--- config.mk ---
export PLATFORM = sky130hd
export DESIGN_NAME = spsc_top
export DESIGN_NICKNAME = d
export VERILOG_FILES = /design/src/verilog/spsc_pkg.sv /design/src/verilog/spsc_sync.sv /design/src/verilog/spsc_top.sv
export SDC_FILE = /design/constraint.sdc
export NUM_CORES = 1
export LEC_CHECK = 0
export BUFFER_PORTS_ARGS = -buffer_cell sky130_fd_sc_hd__buf_2
export CAP_MARGIN = 20
export CORE_MARGIN = 1
export CORE_UTILIZATION = 48
export CTS_CLUSTER_SIZE = 20
export DETAILED_ROUTE_END_ITERATION = 10
export GPL_ROUTABILITY_DRIVEN = 0
export HOLD_SLACK_MARGIN = 0.02
export PLACE_DENSITY = 0.81
export SYNTH_ARGS = -nofsm -noshare
export SYNTH_HDL_FRONTEND = slang
export SYNTH_SLANG_ARGS = --single-unit
--- constraint.sdc ---
create_clock -name sys_clk_in -period 2.1 [get_ports sys_clk_in]
set_clock_uncertainty 0.2 [all_clocks]
set_input_delay 0.42 -clock sys_clk_in [delete_from_list [all_inputs] [get_ports sys_clk_in]]
set_output_delay 0.42 -clock sys_clk_in [all_outputs]
set_load 0.01 [all_outputs]
--- src/verilog/spsc_pkg.sv ---
// shared constants for the standby pin-state control block
package spsc_pkg;

   // ----------------------------------------------------------------
   // pin count and synchroniser depth
   // ----------------------------------------------------------------
   localparam int NUM_PINS = 8;
   localparam int SYNC_STAGES = 2;

   // ----------------------------------------------------------------
   // power modes from the power-mode controller
   // ----------------------------------------------------------------
   typedef enum logic [1:0] {
      SPSC_MODE_RUN   = 2'h0,
      SPSC_MODE_SLEEP = 2'h1,
      SPSC_MODE_STOP  = 2'h2,
      SPSC_MODE_WATCH = 2'h3
   } spsc_mode_t;

   // ----------------------------------------------------------------
   // values after reset
   // ----------------------------------------------------------------
   localparam logic [NUM_PINS-1:0] DIR_RESET  = 8'h00;
   localparam logic [NUM_PINS-1:0] HOLD_RESET = 8'h00;
   localparam logic                STBY_RESET = 1'h0;

endpackage : spsc_pkg

--- src/verilog/spsc_sync.sv ---
// two-flop synchroniser for a bus of pin levels
module spsc_sync
   import spsc_pkg::*;
#(
   parameter int WIDTH = 8
) (
   // clock and reset
   input  wire logic             sys_clk_in,
   input  wire logic             resetn_in,
   // async levels in, synchronised levels out
   input  wire logic [WIDTH-1:0] async_in,
   output logic      [WIDTH-1:0] sync_out
);

   logic [WIDTH-1:0] stage1;
   logic [WIDTH-1:0] stage2;

   always_ff @(posedge sys_clk_in or negedge resetn_in) begin
      if (!resetn_in) begin
         stage1 <= '0;
         stage2 <= '0;
      end else begin
         stage1 <= async_in;
         stage2 <= stage1;
      end
   end

   assign sync_out = stage2;

endmodule : spsc_sync

--- src/verilog/spsc_top.sv ---
// pin-state control for general-purpose pins across run, sleep, stop and watch modes
module spsc_top
   import spsc_pkg::*;
(
   // clock and reset
   input  wire logic                sys_clk_in,
   input  wire logic                resetn_in,
   // power mode and standby select
   input  wire spsc_mode_t          power_mode_in,
   input  wire logic                standby_pin_hiz_select_in,
   // per-pin configuration
   input  wire logic [NUM_PINS-1:0] port_direction_wr_in,
   input  wire logic [NUM_PINS-1:0] port_direction_data_in,
   input  wire logic [NUM_PINS-1:0] port_out_data_in,
   input  wire logic [NUM_PINS-1:0] pullup_enable_in,
   input  wire logic [NUM_PINS-1:0] analog_shared_in,
   input  wire logic [NUM_PINS-1:0] ext_irq_shared_in,
   input  wire logic [NUM_PINS-1:0] ext_irq_enable_in,
   // pad side
   input  wire logic [NUM_PINS-1:0] pad_level_in,
   output logic      [NUM_PINS-1:0] pad_data_out,
   output logic      [NUM_PINS-1:0] pad_oe_out,
   output logic      [NUM_PINS-1:0] pad_pullup_out,
   // core side
   output logic      [NUM_PINS-1:0] port_direction_out,
   output logic      [NUM_PINS-1:0] port_in_out,
   output logic      [NUM_PINS-1:0] ext_irq_in_out,
   output logic                     standby_active_out
);

   // ----------------------------------------------------------------
   // pad input synchroniser
   // ----------------------------------------------------------------
   logic [NUM_PINS-1:0] pad_sync;

   spsc_sync #(
      .WIDTH(NUM_PINS)
   ) u_sync (
      .sys_clk_in (sys_clk_in),
      .resetn_in  (resetn_in),
      .async_in   (pad_level_in),
      .sync_out   (pad_sync)
   );

   // ----------------------------------------------------------------
   // mode decode
   // ----------------------------------------------------------------
   function automatic logic is_standby(input spsc_mode_t m);
      return (m == SPSC_MODE_STOP) || (m == SPSC_MODE_WATCH);
   endfunction : is_standby

   // ----------------------------------------------------------------
   // state: direction, standby flag, held drive, hi-z select latch
   // ----------------------------------------------------------------
   logic [NUM_PINS-1:0] direction;
   logic [NUM_PINS-1:0] next_direction;
   logic [NUM_PINS-1:0] hold_data;
   logic [NUM_PINS-1:0] next_hold_data;
   logic [NUM_PINS-1:0] hold_oe;
   logic [NUM_PINS-1:0] next_hold_oe;
   logic                stby;
   logic                next_stby;
   logic                hiz_sel;
   logic                next_hiz_sel;
   logic                entering;

   always_comb begin
      entering       = is_standby(power_mode_in) && !stby;
      next_stby      = is_standby(power_mode_in);
      next_hold_data = hold_data;
      next_hold_oe   = hold_oe;
      next_hiz_sel   = hiz_sel;
      next_direction = direction;
      if (!stby) begin
         next_direction = (direction & ~port_direction_wr_in)
                        | (port_direction_data_in & port_direction_wr_in);
      end
      if (entering) begin
         // capture drive state at entry
         next_hold_data = port_out_data_in;
         next_hold_oe   = direction;
         next_hiz_sel   = standby_pin_hiz_select_in;
      end
   end

   always_ff @(posedge sys_clk_in or negedge resetn_in) begin
      if (!resetn_in) begin
         direction <= DIR_RESET;
         hold_data <= HOLD_RESET;
         hold_oe   <= HOLD_RESET;
         stby      <= STBY_RESET;
         hiz_sel   <= STBY_RESET;
      end else begin
         direction <= next_direction;
         hold_data <= next_hold_data;
         hold_oe   <= next_hold_oe;
         stby      <= next_stby;
         hiz_sel   <= next_hiz_sel;
      end
   end

   // ----------------------------------------------------------------
   // pad drive and input gating, registered
   // ----------------------------------------------------------------
   logic [NUM_PINS-1:0] next_pad_data;
   logic [NUM_PINS-1:0] next_pad_oe;
   logic [NUM_PINS-1:0] next_pad_pullup;
   logic [NUM_PINS-1:0] next_port_in;
   logic [NUM_PINS-1:0] next_ext_irq;
   logic [NUM_PINS-1:0] gate_open;
   logic                analog_reset_blk;
   logic [NUM_PINS-1:0] pad_data;
   logic [NUM_PINS-1:0] pad_oe;
   logic [NUM_PINS-1:0] pad_pullup;
   logic [NUM_PINS-1:0] port_in;
   logic [NUM_PINS-1:0] ext_irq;
   logic                post_reset;

   always_comb begin
      // analog-shared pins stay blocked until first edge after release
      analog_reset_blk = !post_reset;
      for (int i = 0; i < NUM_PINS; i++) begin
         if (stby && hiz_sel) begin
            next_pad_oe[i]     = 1'b0;
            next_pad_data[i]   = 1'b0;
            next_pad_pullup[i] = pullup_enable_in[i];
            gate_open[i]       = 1'b0;
         end else if (stby) begin
            next_pad_oe[i]     = hold_oe[i];
            next_pad_data[i]   = hold_data[i];
            next_pad_pullup[i] = pullup_enable_in[i] && !(hold_oe[i] && !hold_data[i]);
            gate_open[i]       = 1'b0;
         end else begin
            // run/sleep or after wake: current configuration
            next_pad_oe[i]     = direction[i];
            next_pad_data[i]   = port_out_data_in[i];
            next_pad_pullup[i] = pullup_enable_in[i] && !(direction[i] && !port_out_data_in[i]);
            gate_open[i]       = !(analog_shared_in[i] && analog_reset_blk);
         end
         next_port_in[i] = gate_open[i] & pad_sync[i];
         next_ext_irq[i] = ext_irq_shared_in[i]
                         & (gate_open[i] | (stby & ext_irq_enable_in[i]))
                         & pad_sync[i];
      end
   end

   always_ff @(posedge sys_clk_in or negedge resetn_in) begin
      if (!resetn_in) begin
         // floating, input function off in effect
         pad_data   <= '0;
         pad_oe     <= '0;
         pad_pullup <= '0;
         port_in    <= '0;
         ext_irq    <= '0;
         post_reset <= 1'b0;
      end else begin
         pad_data   <= next_pad_data;
         pad_oe     <= next_pad_oe;
         pad_pullup <= next_pad_pullup;
         port_in    <= next_port_in;
         ext_irq    <= next_ext_irq;
         post_reset <= 1'b1;
      end
   end

   assign pad_data_out       = pad_data;
   assign pad_oe_out         = pad_oe;
   assign pad_pullup_out     = pad_pullup;
   assign port_in_out        = port_in;
   assign ext_irq_in_out     = ext_irq;
   assign port_direction_out = direction;
   assign standby_active_out = stby;
endmodule : spsc_top

==> results.sh <==
export IMPL_min_period_ns=1.709
export IMPL_initial_utilization_pct=50.48
export IMPL_p_int_uw=2581
export IMPL_cts_max_level=3
export IMPL_power_switching_uw=906.1
export IMPL_grt_pass1_vias=2120
export IMPL_peakVddDrop_uv=503.0
export IMPL_startpoint="standby_active_out"
export IMPL_p_sw_share_pct=25.99
export IMPL_leakage_uw=0.002094
export IMPL_cts_root_buf="clkbuf_8"
export IMPL_clkSinkCount=83
export IMPL_wl_um=6042
export IMPL_synth_top_area_share_pct=68.28
export IMPL_cp_top_family="flip-flops"
export IMPL_wl_per_cell_um=13.61
export IMPL_finalSetupTns_ns=0
export IMPL_ys_ff_latch=83
export IMPL_fp_dieH_um=81.61
export IMPL_antenna_found_initial=0
export IMPL_dp_cells=418
export IMPL_crit_required_ns=1.48
export IMPL_synth_area_leaders="dfrtp_1 (68%), mux2_2 (4.8%), nand2_1 (4.8%), o21ai_0 (3.8%), nor2b_1 (3.1%)"
export IMPL_hp_class="input pin to flop"
export IMPL_power_density_nw_per_um2=871.7
export IMPL_cp_arrival_ns=1.09
export IMPL_netlist_area_um2=3042
export IMPL_fin_ws_ns=0.3912
export IMPL_cap_violations=0
export IMPL_nets=433
export IMPL_max_clock_freq_mhz=585.2
export IMPL_critPathBufInv=1
export IMPL_yosys_warnings=0
export IMPL_drt_pass1_iter_count=4
export IMPL_stdcell_area_um2=4000
export IMPL_postPlaceCellArea_um2=3699
export IMPL_drtAntennaViolNets=0
export IMPL_critical_path_max_fanout=10
export IMPL_setup_viol=0
export IMPL_cts_setup_buffers=0
export IMPL_core_um2=6026
export IMPL_die_x_um=81.61
export IMPL_row_count=28
export IMPL_slowest_delay_ns=0.55
export IMPL_clkTransAtPathRegs_ns=0.09
export IMPL_drtIter0Drc=105
export IMPL_hp_start="ext_irq_shared_in[3]"
export IMPL_drc=0
export IMPL_worstSetupEndpointType="primary output"
export IMPL_cts_tree="built"
export IMPL_finalMaxSlewViolations=0
export IMPL_rsz0062_at_grt="false"
export IMPL_grt_max_degree=46
export IMPL_cp_cell_sequence="buf_2"
export IMPL_die_area_um2=6659
export IMPL_crit_path_top_delay_cell="dfrtp_1"
export IMPL_status="complete, no violations"
export IMPL_dpl_hpwl_um=4229
export IMPL_p_comb_share_pct=14.2
export IMPL_area_growth_pct=31.51
export IMPL_grt_pass1_wl_um=9591
export IMPL_drive_above_1_share_pct=44.17
export IMPL_clock_path_buffers=2
export IMPL_crit_type="flop to primary output"
export IMPL_io_buffers=116
export IMPL_p_seq_share_pct=53.2
export IMPL_multi_input_area_um2=852.1
export IMPL_r2r_start="standby_active_out"
export IMPL_synthDistinctLibCells=20
export IMPL_vias=2144
export IMPL_grtUsageTotal_pct=19.66
export IMPL_clkPwrFrac_pct=32.7
export IMPL_fin_cells=444
export IMPL_synth_avg_cell_area_um2=13.05
export IMPL_viasPerCell=4.829
export IMPL_synthCells=233
export IMPL_synth_nets=302
export IMPL_preCtsSetupSlack_ns=0.4419
export IMPL_finalHoldViolCount=0
export IMPL_clock_latency_ns=0.34
export IMPL_ioPinCount=118
export IMPL_period_share_pct=81.37
export IMPL_final_seq_area_um2=2077
export IMPL_grt_ovfl_total=0
export IMPL_antenna_diode_count=0
export IMPL_cts_buffers=9
export IMPL_synth_top_cell_by_area="dfrtp_1"
export IMPL_fillers=479
export IMPL_cp_start_kind="flop"
export IMPL_yosysSeqAreaShare_pct=68.28
## layout by cell type, fill, tap and decap left out
| master | synthesis | layout |
|---|---|---|
| and2b_1 | 2 | 2 |
| nor3b_1 | 8 | 8 |
| bufinv_16 | 0 | 1 |
| mux2_2 | 13 | 13 |
| conb_1 | 1 | 1 |
| dfrtp_1 | 83 | 83 |
| inv_6 | 0 | 1 |
| dlygate4sd3_1 | 0 | 10 |
| nor2b_1 | 15 | 15 |
| o21a_1 | 1 | 1 |
| o221a_2 | 8 | 8 |
| nand2b_1 | 8 | 8 |
| buf_2 | 3 | 115 |
| buf_12 | 0 | 2 |
| o21ai_0 | 23 | 23 |
| nand2b_4 | 1 | 1 |
| and3_1 | 8 | 8 |
| inv_1 | 8 | 8 |
| clkinv_4 | 0 | 3 |
| buf_4 | 1 | 4 |
| clkbuf_8 | 0 | 9 |
| clkinv_2 | 0 | 1 |
| clkinvlp_4 | 0 | 1 |
| mux2_4 | 4 | 4 |
| nand2_1 | 39 | 39 |
## logic make-up after synthesis
group	Yosys count	synth area share (%)
other cells	1	0.1233
flops	83	68.28
simple gates	81	14.11
mux	17	6.787
buf+inv	19	3.702
compound gates	32	6.993
## cells in the mapped netlist
master	n
and3_1	8
buf_4	1
conb_1	1
dfrtp_1	83
clkbuf_1	3
o21ai_0	23
o21a_1	1
buf_8	1
nor2b_1	15
inv_1	8
mux2_2	13
nand2_1	39
mux2_4	4
o221a_2	8
buf_2	3
nand2b_1	8
nor3b_1	8
nand2b_4	1
and2b_1	2
buf_6	3
## cell type report
class | count | share of cell area (%)
clock buffer | 9 | 3.097
sequential | 83 | 51.92
multi-input combinational | 131 | 21.30
clock inverter | 7 | 1.939
inverter | 8 | 0.7507
timing repair buffer | 131 | 18.64
tap | 75 | 2.346
## registers in the layout, indices dropped and copies added, names as in the netlist, 8 cells and up, named ones only
name	flops
ext_irq_in_out	8
hold_data	8
hold_oe	8
pad_data_out	8
pad_oe_out	8
pad_pullup_out	8
port_in_out	8
u_sync.stage1	8
u_sync.sync_out	8
## stage by stage
stage	total power, uW	hold slack, ns	util, %
global route	3678	0.06672	66.38
finish	3487	0.08315	66.38
CTS	3531	0.07032	66.38
detailed placement	2374	0.09688	61.38
global placement	2346	0.09675	61.38
floorplan	2131	-0.07559	-
## what timing repair did
action,in CTS,in global routing
hold buffers,10,0
hold endpoints to repair,24,0
setup endpoints to repair,0,0
gates resized for setup,0,0
## power by group through the flow
stage	logic, uW	clock network, uW	registers [uW]
floorplan	212	0	1920
global route	552	1250	1880
global placement	469	0	1880
finish	494	1140	1850
CTS	503	1170	1860
detailed placement	487	0	1890
## routing by layer
layer	track usage, %	share of wire [%]	up-vias	routed length (um)
li1	-	-	1037	-
met1	23.66	40	1037	2392
met2	33.17	54	59	3287
met3	5.333	4.0	11	240
met4	8.421	2.0	0	121
met5	0	0	-	0
## path summary, 6_finish.rpt
path,slack [ns],cells past startpoint,endpoint
hold / removal,0.08,2,ext_irq_in_out[3]
max in group asynchronous,0.87,3,u_sync.stage1[7]
min in group asynchronous,0.27,2,u_sync.stage1[3]
setup reg to reg,0.45,4,pad_pullup_out[2]
hold reg to reg,0.14,0,u_sync.sync_out[4]
setup / recovery,0.39,1,standby_active_out
Note: power is estimated with default switching activity, not from simulation.
